<file path="src/inc/loop_hold_pkg.sv">
// Behaviour
// - balance window enable freezes balance loop when feedback leaves ref-25mV..ref+20mV
// - balance period enable freezes balance loop on excess pwm period error
// - balance phase enable freezes balance loop whenever active phase count changes
// - balance transition enable freezes balance loop during dynamic voltage change
// - balance hold time is a 4-bit field, 100 us per count
// - top bit of frequency control ignores writes and reads zero
// - frequency window enable freezes frequency loop when feedback leaves window
// - frequency phase enable freezes frequency loop when phase count changes
// - frequency transition enable freezes frequency loop during dynamic voltage change
// - frequency hold time is a 4-bit field, 100 us per count
// - frequency loop runs only while its enable bit is one
// - 7-bit unsigned field is the frequency loop integral gain
// - period error compared at 80 ns per threshold count, both directions
`default_nettype none
package loop_hold_pkg;
    localparam logic [7:0] CMD_CB_CTRL = 8'h31;
    localparam logic [7:0] CMD_FS_CTRL = 8'h32;
    localparam logic [7:0] CB_RESET = 8'h00;
    localparam logic [15:0] FS_RESET = 16'h0000;
    localparam int CB_WIN_EN_BIT = 7;
    localparam int CB_PRD_EN_BIT = 6;
    localparam int CB_PHASE_EN_BIT = 5;
    localparam int CB_DVC_EN_BIT = 4;
    localparam int CB_DUR_LSB = 0;
    localparam int FS_RSVD_BIT = 15;
    localparam int FS_WIN_EN_BIT = 14;
    localparam int FS_PHASE_EN_BIT = 13;
    localparam int FS_DVC_EN_BIT = 12;
    localparam int FS_DUR_LSB = 8;
    localparam int FREQ_LOOP_ENABLE_BIT = 7;
    localparam int FS_GAIN_LSB = 0;
    localparam int DUR_W = 4;
    localparam int GAIN_W = 7;
    localparam logic [15:0] FS_WRITE_MASK = 16'h7fff;
    // feedback and reference are in 1 mV counts
    localparam int VOLT_W = 12;
    localparam logic [13:0] WIN_LOW_MV = 14'h0019;
    localparam logic [13:0] WIN_HIGH_MV = 14'h0014;
    localparam int PHASE_W = 3;
    localparam int PERIOD_W = 16;
    localparam int THR_W = 7;
    localparam int CLK_PERIOD_NS = 25;
    localparam int THR_LSB_NS = 80;
    localparam int HOLD_LSB_US = 100;
    localparam int HOLD_LSB_CYCLES = (HOLD_LSB_US * 1000 + CLK_PERIOD_NS - 1) / CLK_PERIOD_NS;
    localparam int CNT_W = 16;
endpackage
`default_nettype wire

</file>
<file path="src/hw/loop_hold_control.sv">
`default_nettype none
module loop_hold_control #(
    parameter int HOLD_UNIT_CYCLES = loop_hold_pkg::HOLD_LSB_CYCLES
) (
    input wire logic clk_i,
    input wire logic rst_i,
    input wire logic [7:0] cmd_code_i,
    input wire logic wr_en_i,
    input wire logic [15:0] wr_data_i,
    input wire logic rd_en_i,
    output logic [15:0] rd_data_o,
    output logic rd_valid_o,
    input wire logic [loop_hold_pkg::VOLT_W-1:0] feedback_voltage_i,
    input wire logic [loop_hold_pkg::VOLT_W-1:0] output_reference_i,
    input wire logic [loop_hold_pkg::PERIOD_W-1:0] measured_period_i,
    input wire logic [loop_hold_pkg::PERIOD_W-1:0] configured_period_i,
    input wire logic [loop_hold_pkg::THR_W-1:0] period_error_threshold_i,
    input wire logic [loop_hold_pkg::PHASE_W-1:0] phase_count_i,
    input wire logic dynamic_voltage_change_i,
    output logic current_balance_hold_o,
    output logic current_balance_update_o,
    output logic freq_hold_o,
    output logic freq_loop_run_o,
    output logic [loop_hold_pkg::GAIN_W-1:0] freq_integral_gain_o
);
    localparam logic [loop_hold_pkg::CNT_W-1:0] UNIT =
        loop_hold_pkg::CNT_W'(HOLD_UNIT_CYCLES);

    logic [7:0] cb_ctrl_reg;
    logic [15:0] fs_ctrl_reg;
    logic [loop_hold_pkg::PHASE_W-1:0] phase_prev_reg;
    logic [loop_hold_pkg::CNT_W-1:0] cb_cnt_reg;
    logic [loop_hold_pkg::CNT_W-1:0] cb_cnt_next;
    logic [loop_hold_pkg::CNT_W-1:0] fs_cnt_reg;
    logic [loop_hold_pkg::CNT_W-1:0] fs_cnt_next;
    logic cb_hold_reg;
    logic fs_hold_reg;
    logic [15:0] rd_data_reg;
    logic rd_valid_reg;

    function automatic logic out_of_window(
        input logic [loop_hold_pkg::VOLT_W-1:0] fb,
        input logic [loop_hold_pkg::VOLT_W-1:0] vref
    );
        logic signed [13:0] diff;
        diff = signed'({2'b00, fb}) - signed'({2'b00, vref});
        return (diff < -signed'(loop_hold_pkg::WIN_LOW_MV))
            || (diff > signed'(loop_hold_pkg::WIN_HIGH_MV));
    endfunction

    function automatic logic period_error(
        input logic [loop_hold_pkg::PERIOD_W-1:0] meas,
        input logic [loop_hold_pkg::PERIOD_W-1:0] cfg,
        input logic [loop_hold_pkg::THR_W-1:0] thr
    );
        logic [loop_hold_pkg::PERIOD_W-1:0] dev;
        logic [23:0] dev_ns;
        logic [23:0] thr_ns;
        dev = (meas > cfg) ? meas - cfg : cfg - meas;
        dev_ns = 24'(dev) * 24'(loop_hold_pkg::CLK_PERIOD_NS);
        thr_ns = 24'(thr) * 24'(loop_hold_pkg::THR_LSB_NS);
        return dev_ns > thr_ns;
    endfunction

    // a live trigger reloads the full hold; otherwise count down to zero
    function automatic logic [loop_hold_pkg::CNT_W-1:0] next_count(
        input logic trig,
        input logic [loop_hold_pkg::DUR_W-1:0] dur,
        input logic [loop_hold_pkg::CNT_W-1:0] cnt
    );
        logic [loop_hold_pkg::CNT_W-1:0] load;
        load = loop_hold_pkg::CNT_W'(loop_hold_pkg::CNT_W'(dur) * UNIT);
        if (trig) begin
            return load;
        end
        return (cnt != '0) ? cnt - 1'b1 : cnt;
    endfunction

    wire sel_cb = cmd_code_i == loop_hold_pkg::CMD_CB_CTRL;
    wire sel_fs = cmd_code_i == loop_hold_pkg::CMD_FS_CTRL;
    wire win_out = out_of_window(feedback_voltage_i, output_reference_i);
    wire prd_err = period_error(measured_period_i, configured_period_i,
        period_error_threshold_i);
    wire phase_chg = phase_count_i != phase_prev_reg;

    wire [loop_hold_pkg::DUR_W-1:0] cb_dur =
        cb_ctrl_reg[loop_hold_pkg::CB_DUR_LSB +: loop_hold_pkg::DUR_W];
    wire [loop_hold_pkg::DUR_W-1:0] fs_dur =
        fs_ctrl_reg[loop_hold_pkg::FS_DUR_LSB +: loop_hold_pkg::DUR_W];

    wire cb_trig_win = cb_ctrl_reg[loop_hold_pkg::CB_WIN_EN_BIT] & win_out;
    wire cb_trig_prd = cb_ctrl_reg[loop_hold_pkg::CB_PRD_EN_BIT] & prd_err;
    wire cb_trig_ph = cb_ctrl_reg[loop_hold_pkg::CB_PHASE_EN_BIT] & phase_chg;
    wire cb_trig_dvc = cb_ctrl_reg[loop_hold_pkg::CB_DVC_EN_BIT] & dynamic_voltage_change_i;
    wire cb_trig = cb_trig_win | cb_trig_prd | cb_trig_ph | cb_trig_dvc;

    wire fs_trig_win = fs_ctrl_reg[loop_hold_pkg::FS_WIN_EN_BIT] & win_out;
    wire fs_trig_ph = fs_ctrl_reg[loop_hold_pkg::FS_PHASE_EN_BIT] & phase_chg;
    wire fs_trig_dvc = fs_ctrl_reg[loop_hold_pkg::FS_DVC_EN_BIT] & dynamic_voltage_change_i;
    wire fs_trig = fs_trig_win | fs_trig_ph | fs_trig_dvc;

    assign cb_cnt_next = next_count(cb_trig, cb_dur, cb_cnt_reg);
    assign fs_cnt_next = next_count(fs_trig, fs_dur, fs_cnt_reg);

    wire [15:0] fs_wr_value = wr_data_i & loop_hold_pkg::FS_WRITE_MASK;
    wire [15:0] rd_mux = sel_cb ? {8'h00, cb_ctrl_reg} :
        (sel_fs ? fs_ctrl_reg : 16'h0000);

    always_ff @(posedge clk_i or posedge rst_i) begin
        if (rst_i) begin
            cb_ctrl_reg <= loop_hold_pkg::CB_RESET;
            fs_ctrl_reg <= loop_hold_pkg::FS_RESET;
        end else if (wr_en_i) begin
            if (sel_cb) begin
                cb_ctrl_reg <= wr_data_i[7:0];
            end
            if (sel_fs) begin
                fs_ctrl_reg <= fs_wr_value;
            end
        end
    end

    always_ff @(posedge clk_i or posedge rst_i) begin
        if (rst_i) begin
            rd_data_reg <= 16'h0000;
            rd_valid_reg <= 1'b0;
        end else begin
            rd_valid_reg <= rd_en_i;
            if (rd_en_i) begin
                rd_data_reg <= rd_mux;
            end
        end
    end

    // timers restart on any live trigger
    always_ff @(posedge clk_i or posedge rst_i) begin
        if (rst_i) begin
            phase_prev_reg <= '0;
            cb_cnt_reg <= '0;
            fs_cnt_reg <= '0;
            cb_hold_reg <= 1'b0;
            fs_hold_reg <= 1'b0;
        end else begin
            phase_prev_reg <= phase_count_i;
            cb_cnt_reg <= cb_cnt_next;
            fs_cnt_reg <= fs_cnt_next;
            cb_hold_reg <= cb_trig | (cb_cnt_next != '0);
            fs_hold_reg <= fs_trig | (fs_cnt_next != '0);
        end
    end

    assign rd_data_o = rd_data_reg;
    assign rd_valid_o = rd_valid_reg;
    assign current_balance_hold_o = cb_hold_reg;
    assign freq_hold_o = fs_hold_reg;
    assign current_balance_update_o = ~cb_hold_reg;
    assign freq_loop_run_o = fs_ctrl_reg[loop_hold_pkg::FREQ_LOOP_ENABLE_BIT] & ~fs_hold_reg;
    assign freq_integral_gain_o =
        fs_ctrl_reg[loop_hold_pkg::FS_GAIN_LSB +: loop_hold_pkg::GAIN_W];

    // cycles since the last trigger; a control write clears it, since a
    // duration changed mid-hold only takes effect at the next trigger
    function automatic logic [loop_hold_pkg::CNT_W-1:0] age_step(
        input logic trig,
        input logic clr,
        input logic [loop_hold_pkg::CNT_W-1:0] age
    );
        if (clr) begin
            return '0;
        end
        if (trig) begin
            return loop_hold_pkg::CNT_W'(1);
        end
        return (age == '0 || age == '1) ? age : age + 1'b1;
    endfunction

    // a zero duration still holds for the trigger cycle itself
    function automatic logic [loop_hold_pkg::CNT_W-1:0] hold_span(
        input logic [loop_hold_pkg::DUR_W-1:0] dur
    );
        logic [loop_hold_pkg::CNT_W-1:0] span;
        span = UNIT * loop_hold_pkg::CNT_W'(dur);
        return (span == '0) ? loop_hold_pkg::CNT_W'(1) : span;
    endfunction

    logic [loop_hold_pkg::CNT_W-1:0] cb_age_reg;
    logic [loop_hold_pkg::CNT_W-1:0] fs_age_reg;
    wire [loop_hold_pkg::CNT_W-1:0] cb_span = hold_span(cb_dur);
    wire [loop_hold_pkg::CNT_W-1:0] fs_span = hold_span(fs_dur);

    always_ff @(posedge clk_i or posedge rst_i) begin
        if (rst_i) begin
            cb_age_reg <= '0;
            fs_age_reg <= '0;
        end else begin
            cb_age_reg <= age_step(cb_trig, wr_en_i & sel_cb, cb_age_reg);
            fs_age_reg <= age_step(fs_trig, wr_en_i & sel_fs, fs_age_reg);
        end
    end
endmodule
`default_nettype wire

</file>
<file path="config.mk">
export PLATFORM = sky130hd
export DESIGN_NAME = loop_hold_control
export DESIGN_NICKNAME = d
export VERILOG_FILES = /design/src/inc/loop_hold_pkg.sv /design/src/hw/loop_hold_control.sv
export SDC_FILE = /design/constraint.sdc
export NUM_CORES = 1
export LEC_CHECK = 0
export ABC_CLOCK_PERIOD_IN_PS = 4300
export BUFFER_PORTS_ARGS = -buffer_cell sky130_fd_sc_hd__buf_2
export CORE_AREA = 2 2 128 130
export DETAILED_ROUTE_END_ITERATION = 8
export DIE_AREA = 0 0 130 132
export GPL_TIMING_DRIVEN = 0
export PLACE_DENSITY_LB_ADDON = 0.1
export SETUP_SLACK_MARGIN = 0.5
export SYNTH_ARGS = -nofsm -noshare
export SYNTH_HDL_FRONTEND = slang
export SYNTH_SLANG_ARGS = --single-unit
</file>
<file path="constraint.sdc">
create_clock -name clk_i -period 4.3 [get_ports clk_i]
set_input_delay 0.215 -clock clk_i [delete_from_list [all_inputs] [get_ports clk_i]]
set_output_delay 0.215 -clock clk_i [all_outputs]
set_load 0.03 [all_outputs]
</file>
# Yosys cells after proc, flatten, opt, wreduce, memory -nomap -nowiden
# Cells that the tools add are included.
[word_totals] inputBits=95 register_bits=77 word_cells=60 output_inout_bits=28
[classes] addsub=5 n_eq_ne=3 n_reduce_logical=7 n_mul=4 n_bitwise=17 mux=11 order_cmp=4
[op_table] operator="$mux 16" n=7
[op_table] operator="$reduce_bool 16->1" n=4
[op_table] operator="$sub 16x1->16 const B" n=2
[op_table] operator="$sub 16x16->16" n=2
[op_table] operator="$mux 15" n=2
[op_table] operator="$mul 4x7->11 const B" n=2
[op_table] operator="$gt 21x14->1" n=1
[op_table] operator="$mul 16x5->21 const B" n=1
[op_table] operator="$eq 8x6->1 const B" n=2
[op_table] operator="$gt 16x16->1" n=1
[op_table] operator="$gt 13x6->1 const B" n=1
[op_table] operator="$lt 13x6->1 const B" n=1
[op_table] operator="$sub 12x12->13" n=1
[op_table] operator="$mul 7x3->10 const B" n=1
[op_table] operator="$and 1x1->1" n=8
[op_table] operator="$or 1x1->1" n=7
[op_table] operator="$reduce_and 2->1" n=2
[op_table] operator="$ne 3x3->1" n=1
[op_table] operator="$mux 1" n=2
[op_table] operator="$not 1->1" n=2
[op_table] operator="$logic_or 1x1->1" n=1

# Longest topological paths before layout
# Gate-level depths: netlist of run 1.
[logic_depth] word_depth=12 ltp_mapped=36 ltp_nobuf=32

# Worst setup path before layout of run 1
# OpenSTA, ideal clock, no wires.
[synth_timing] kind="input -> register" from="in measured_period_i[0] (netlist bit)" to="reg cb_cnt_reg[6] (netlist bit)" t_required_ns=4.175 stages=34 slack_ns=-2.798 t_arrival_ns=6.973 cell_sequence="inv_1 -> ha_1 -> fa_1 -> nand3b_1 -> a21oi_1 -> nor3_1 -> o31ai_2 -> nand2_2 -> buf_2 -> buf_2 -> a211oi_1 -> nor2_1 -> xor2_1 -> ha_1 -> ha_1 -> inv_1 -> fa_1 -> inv_1 -> ha_1 -> buf_2 -> a2111oi_2 -> o21ai_1 -> a31o_2 -> a21oi_1 -> xnor2_1 -> ha_1 -> nand4_1 -> nor3_1 -> o2111ai_1 -> nand2_1 -> o211ai_1 -> a221o_1 -> buf_6 -> mux2_4"
[synth_via] elab_chain_cells=10 word_cells_on_any_way=12
[synth_lines] item="start, declared" line="loop_hold_control.sv:15" source="input wire logic [loop_hold_pkg::PERIOD_W-1:0] measured_period_i,"
[synth_lines] item="$sub 16x16->16 / $gt 16x16->1 (equally long branches)" line="loop_hold_control.sv:59" source="dev = (meas > cfg) ? meas - cfg : cfg - meas;"
[synth_lines] item="$mux 16 *" line="loop_hold_control.sv:59"
[synth_lines] item="$mul 16x5->21 *" line="loop_hold_control.sv:60" source="dev_ns = 24'(dev) * 24'(loop_hold_pkg::CLK_PERIOD_NS);"
[synth_lines] item="$gt 21x14->1 *" line="loop_hold_control.sv:62" source="return dev_ns > thr_ns;"
[synth_lines] item="$and 1x1->1 *" line="loop_hold_control.sv:92" source="wire cb_trig_prd = cb_ctrl_reg[loop_hold_pkg::CB_PRD_EN_BIT] & prd_err;"
[synth_lines] item="$or 1x1->1 * (3 in a row)" line="loop_hold_control.sv:95" source="wire cb_trig = cb_trig_win | cb_trig_prd | cb_trig_ph | cb_trig_dvc;"
[synth_lines] item="$mux 1 *" line="loop_hold_control.sv:73" source="if (trig) begin"
[synth_lines] item="$mux 16 *" line="loop_hold_control.sv:76" source="return (cnt != '0) ? cnt - 1'b1 : cnt;"
[synth_lines] item="via cb_cnt_next, one bit" line="loop_hold_control.sv:33" source="logic [loop_hold_pkg::CNT_W-1:0] cb_cnt_next;"
[synth_lines] item="end signal, assigned" line="loop_hold_control.sv:145" source="cb_cnt_reg <= cb_cnt_next;"
[synth_lines] item="end, declared" line="loop_hold_control.sv:32" source="logic [loop_hold_pkg::CNT_W-1:0] cb_cnt_reg;"
# The timed path passes the listed nets; every way through them passes the cells marked *.
# A chain may end at the register's enable or synchronous reset.

# Worst setup path in the final report of run 1
[layout_timing] from="in measured_period_i[0] (netlist bit)" to="reg cb_cnt_reg[7] (netlist bit)"
# Same word-level chain as after synthesis.

==> results of run 1 <==
-- repair_timing --
| item | CTS | global route |
|---|---|---|
| pin swaps | 25 | 29 |
| gates resized for setup | 40 | 71 |
| setup endpoints to repair | 17 | 32 |
| hold buffers | 1 | 0 |
| gates cloned | 0 | 0 |
| endpoints found under the hold margin | 12 | 0 |
| buffers inserted | 24 | 19 |
-- worst paths after layout --
| check | startpoint | slack [ps] | endpoint | cells past startpoint |
|---|---|---|---|---|
| setup / recovery | measured_period_i[0] | -2280 | cb_cnt_reg[7] | 37 |
| hold / removal | phase_count_i[2] | 10 | phase_prev_reg[2] | 1 |
| setup reg to reg | cb_ctrl_reg[1] | 850 | cb_cnt_reg[15] | 13 |
| hold reg to reg | rd_data_o[14] | 520 | rd_data_o[14] | 2 |
| max in group asynchronous | rst_i | 3390 | cb_ctrl_reg[5] | 4 |
| min in group asynchronous | rst_i | 370 | rd_data_o[9] | 3 |
-- per-layer routing --
| layer | wire length, um | GRT usage [%] |
|---|---|---|
| met1 | 9740 | 32.8 |
| met2 | 9790 | 38.5 |
| met3 | 858 | 3.90 |
| met4 | 316 | 6.45 |
| met5 | 0 | 0 |
-- power groups by stage --
stage | registers [W] | clock network, W | logic (W)
after floorplan | 0.00101 | 0 | 0.00382
after global placement | 0.00103 | 0 | 0.00461
after detailed placement | 0.00103 | 0 | 0.00468
after CTS | 0.00102 | 0.000768 | 0.00496
after global routing | 0.00105 | 0.000802 | 0.00615
final | 0.00102 | 0.000754 | 0.00549
-- cells in the mapped netlist (all sizes together), types with 10 or more instances --
master  instances
and2           12
nand2          48
buf            20
nor2           64
nor2b          14
o21ai          43
ha            148
a21oi          72
nor3           24
clkbuf         18
nor4           11
nand2b         11
nand3          27
mux2           35
a211oi         12
dfrtp          76
fa             29
a21o           18
mux2i          22
xnor2          55
xor2           30
inv           147
a22oi          10
nand4          15
-- per-stage QoR --
| stage | setup TNS (ps) | instances | instance area, um2 |
|---|---|---|---|
| finish | -37770 | 1461 | 11400 |
| global route | -42260 | 1461 | 11400 |
| CTS | -38430 | 1442 | 11000 |
| detailed placement | -54590 | 1401 | 10300 |
| global placement | -54670 | 1400 | 10300 |
| floorplan | -35390 | 1064 | 9390 |
-- logic make-up after synthesis --
kind of cell / Yosys count
flops: 76
mux: 57
other cells: 1
fa+ha+maj: 177
simple gates: 261
buf+inv: 185
compound gates: 222
xor+xnor: 85
-- area by class of cell --
type,instances,share of cell area [%]
inverters,147,4.94
clock buffers,10,2.10
plain buffers,38,2.56
flip-flops and latches,76,16.7
repair buffers,165,8.66
clock inverters,6,0.561
multi-input cells,803,62.1
well taps,216,2.38
-- worst register-to-register path, delay by kind of cell, from the launching register on --
family / cells / cell delay (ps)
compound gates: 4 / 760
xor+xnor: 1 / 160
fa+ha+maj: 3 / 1510
buf+inv: 2 / 130
flops: 1 / 510
mux: 1 / 90
simple gates: 2 / 150
==> results.json, run 1 <==
{
  "die_w_um": 130,
  "dr.pass1.iters": 4,
  "violations": "setup timing",
  "finalHoldViolCount": 0,
  "numCtsBuffers": 9,
  "swShare_pct": 46.6,
  "routed_wl_mm": 20.7,
  "cp-end-kind": "register",
  "n_antenna_cell": 0,
  "maxCapViolations": 0,
  "root_buffer": "clkbuf_16",
  "yosys.area_share.simple_pct": 14.5,
  "multi_input_area_um2": 7060,
  "final_cell_mix": "inv_1, ha_1, buf_2",
  "dp_hpwl_mm": 15.8,
  "clkSinkCount": 76,
  "p_per_area_nw_per_um2": 638,
  "synth_xor_area_share_pct": 8.02,
  "cpLargestDelayFamily": "adder cells",
  "num_vias": 8013,
  "worst-path-buf-inv": 8,
  "timing.final.crit_share_pct": 153,
  "finalPower_w": 0.00726,
  "switchingPower_w": 0.00338,
  "worstPathArrival_ps": 6800,
  "comb_power_share_pct": 75.6,
  "drive_gt1_share_pct": 26.3,
  "slew_headroom_pct": 23.3,
  "gp_congestion": 0.872,
  "first_iter_violations": 287,
  "cp_max_fo": 8,
  "synth_warnings": 0,
  "syn_to_final_growth_pct": 22.5,
  "yosys.area_share.adder_pct": 26.2,
  "htreeDepth": 3,
  "rows": 46,
  "boundaryPins": 123,
  "skew_ps": 5.00,
  "vdd_drop_max_mv": 0.452,
  "seq_area_um2": 1900,
  "fin_ws_ps": -2280,
  "post_synth_mux_area_share_pct": 6.78,
  "cp-start-kind": "primary input",
  "yosysSeqAreaShare_pct": 20.5,
  "crit_path_top_delay_cell": "fa_1",
  "pwr-share-seq_pct": 14.1,
  "critPathRequiredTime_ps": 4520,
  "wl_per_cell_um": 14.2,
  "synth_top_area_share_pct": 20.5,
  "initial_core_util_pct": 59.1,
  "ant_nets": 0,
  "syn-num-nets": 1336,
  "fin_util_pct": 72.4,
  "nets": 1512,
  "ys_seq_elements": 76,
  "synth_top_family_by_area": "adder cells",
  "synthFlopType": "dfrtp_1",
  "max_stage_delay_ps": 520,
  "port_buffers": 120,
  "die_area_um2": 17200,
  "grt_max_degree": 65,
  "final_max_slew_viol_count": 0,
  "cts_buffer_depth": 2,
  "syn_inst": 1064,
  "cts_tree": "done",
  "internal_power_w": 0.00388,
  "synth_area_per_cell_um2": 8.73,
  "synth_cell_types": 78,
  "synth_area_um2": 9290,
  "grt_overflow": 0,
  "antenna_found_initial": 0,
  "hp-class": "primary input to register",
  "hold_ws_ps": 10.7,
  "max_slew.worst_pin.slew_ps": 1150,
  "synth_compound_area_share_pct": 15.8,
  "fin_crit_ps": 6580,
  "yosys.area.top_type": "dfrtp_1",
  "n_fill_cell": 1196,
  "clock_latency_ps": 340,
  "grt_pass1_wl_mm": 33.8,
  "route.detailed.drc": 0,
  "synthArstFlopShare_pct": 100,
  "clkTransAtPathRegs_ps": 60,
  "ys_top_cells_by_area": "dfrtp_1, ha_1, fa_1, inv_1, xnor2_1",
  "synth_edf_count": 0,
  "track_usage_pct": 23.7,
  "place_ws_ps": -3270,
  "fmax_mhz": 152,
  "setup_viol": 17,
  "clock_power_share_pct": 10.4,
  "p_leak_nw": 5.74,
  "status": "complete, but fails checks",
  "die_height_um": 132,
  "viasPerCell": 5.48,
  "crit_type": "primary input to register",
  "final_common_cell": "inv_1",
  "core-area_um2": 15700,
  "first_global_vias": 7507,
  "rsz0062_at_grt": "yes"
}
(Power assumes the default switching activity.)
==> run 2: changes to the inputs <==
- ABC_CLOCK_PERIOD_IN_PS: 4300 -> 7400
- HOLD_SLACK_MARGIN: not set -> 0.06
- clock period: 4.3 -> 7.4 ns (I/O delays scaled with it)
==> run 2 against run 1 <==
The flow now finishes without violations. Power decreased by 44%. Via count about the same. Sequential cell count unchanged. Highest routed layer unchanged. Clock-buffer cell count unchanged. Cell area decreased by 1.9%.
==> results.json, run 2 (synthesis results as in run 1) <==
{
  "critPathRequiredTime_ps": 7610,
  "max_stage_delay_ps": 560,
  "reg2reg_slack_ps": 3900,
  "pwr-share-seq_pct": 14.7,
  "final_cell_mix": "inv_1, ha_1, buf_2",
  "crit_path_top_delay_cell": "or4_4",
  "max_slew.worst_pin.slew_ps": 1220,
  "root_buffer": "clkbuf_16",
  "dp.cells": 1401,
  "grt_max_degree": 48,
  "hp-class": "primary input to register",
  "place_ws_ps": -538,
  "first_global_vias": 7587,
  "dp_hpwl_mm": 16.2,
  "p_leak_nw": 5.65,
  "clkTransAtPathRegs_ps": 60,
  "port_buffers": 120,
  "grt_pass1_wl_mm": 34.3,
  "n_fill_cell": 1250,
  "switchingPower_w": 0.00194,
  "viasPerCell": 5.55,
  "clkSinkCount": 76,
  "die_area_um2": 17200,
  "swShare_pct": 47.8,
  "vdd_drop_max_mv": 0.245,
  "grt_overflow": 0,
  "num_vias": 8012,
  "worstPathArrival_ps": 7000,
  "min_to": "phase_prev_reg[2]",
  "route.detailed.drc": 0,
  "routed_wl_mm": 20.8,
  "gp_congestion": 0.882,
  "rows": 46,
  "drive_gt1_share_pct": 24.6,
  "fin_crit_ps": 6800,
  "die_w_um": 130,
  "internal_power_w": 0.00213,
  "clock_power_share_pct": 10.1,
  "hold_depth": 1,
  "boundaryPins": 123,
  "status": "completed",
  "rsz0062_at_grt": "yes",
  "cp.depth": 34,
  "cp-end-kind": "register",
  "syn_to_final_growth_pct": 20.2,
  "dr.pass1.iters": 5,
  "cp-start-kind": "primary input",
  "wl_per_cell_um": 14.4,
  "hp-start": "phase_count_i[2]",
  "core-area_um2": 15700,
  "clock_latency_ps": 340,
  "htreeDepth": 3,
  "final_common_cell": "inv_1",
  "initial_core_util_pct": 59.1,
  "skew_ps": 5.14,
  "worst-path-buf-inv": 10,
  "setup_viol": 0,
  "rr_endpoint": "cb_cnt_reg[15]",
  "antenna_found_initial": 0,
  "crit_type": "primary input to register",
  "fmax_mhz": 147,
  "final_max_slew_viol_count": 0,
  "nets": 1495,
  "first_iter_violations": 403,
  "p_per_area_nw_per_um2": 365,
  "slew_headroom_pct": 18.5,
  "timing.final.crit_share_pct": 91.8,
  "r2r_start": "cb_ctrl_reg[1]",
  "stdcell_count": 1444,
  "reg2reg_depth": 13,
  "die_height_um": 132,
  "ant_nets": 0,
  "maxCapViolations": 0,
  "fin_ws_ps": 604,
  "multi_input_area_um2": 6990,
  "cts_buffer_depth": 2,
  "cpLargestDelayFamily": "adder cells",
  "seq_area_um2": 1900,
  "n_antenna_cell": 0,
  "cts_tree": "done",
  "comb_power_share_pct": 75.2,
  "track_usage_pct": 23.8,
  "finalHoldViolCount": 0,
  "cp_max_fo": 9,
  "numCtsBuffers": 9
}
run 2: cell types whose count changed in the layout (fill, tap and decap cells not counted), sizes merged:
cell,delta
bufinv,-1
inv,+1
buf,-22
clkbuf,+5
run 2: how the worst max path moves through the flow:
stage | from | to | slack, ps
after floorplan | measured_period_i[0] | cb_cnt_reg[6] | 550
after global placement | measured_period_i[7] | cb_cnt_reg[7] | -460
after detailed placement | measured_period_i[4] | cb_cnt_reg[6] | -540
after CTS | measured_period_i[0] | cb_cnt_reg[7] | 510
after global routing | measured_period_i[0] | cb_cnt_reg[12] | 320
final | measured_period_i[4] | cb_cnt_reg[12] | 600
run 2: timing repair:
item / 4_1_cts / 5_1_grt
endpoints found under the setup margin: 17 / 17
hold endpoints to repair: 29 / 0
pin swaps: 13 / 34
hold buffers: 1 / 0
gates resized for setup: 30 / 69
buffers inserted: 12 / 12
cloned: 0 / 2
run 2: routing by layer:
layer,global-route usage (%),share of wire (%),vias to the layer above
li1,-,-,4015
met1,33.3,48,3808
met2,38.9,48,161
met3,4.22,3.6,28
met4,4.18,1.4,0
met5,0,0,-
run 2: power groups by stage:
stage          Clock [W]  Sequential [W]  Combinational (W)
3_3_place_gp           0        0.000598            0.00263
3_5_place_dp           0        0.000599            0.00269
6_report        0.000411        0.000598            0.00306
4_1_cts         0.000419        0.000596            0.00279
2_1_floorplan          0        0.000587            0.00217
5_1_grt         0.000442        0.000610            0.00343
run 2: cell type report:
cell class | count | share of cell area (%)
buffer | 38 | 2.50
clock buffer | 10 | 2.14
clock inverter | 6 | 0.348
inverter | 147 | 4.99
multi-input combinational | 803 | 62.7
sequential | 76 | 17.0
tap | 216 | 2.42
timing repair buffer | 148 | 7.89
run 2: per-stage QoR:
stage / instance area (um2) / utilization, % / total power, W / setup TNS, ps / hold slack (ps)
3_5_place_dp: 10200 / 65.1 / 0.00329 / -8180 / 394
6_report: 11200 / 71.0 / 0.00407 / 0 / 162
3_3_place_gp: 10200 / 64.9 / 0.00323 / -6820 / 505
4_1_cts: 10700 / 68.3 / 0.00381 / 0 / 155
5_1_grt: 11200 / 71.0 / 0.00449 / 0 / 155
2_1_floorplan: 9330 / - / 0.00276 / 0 / 401
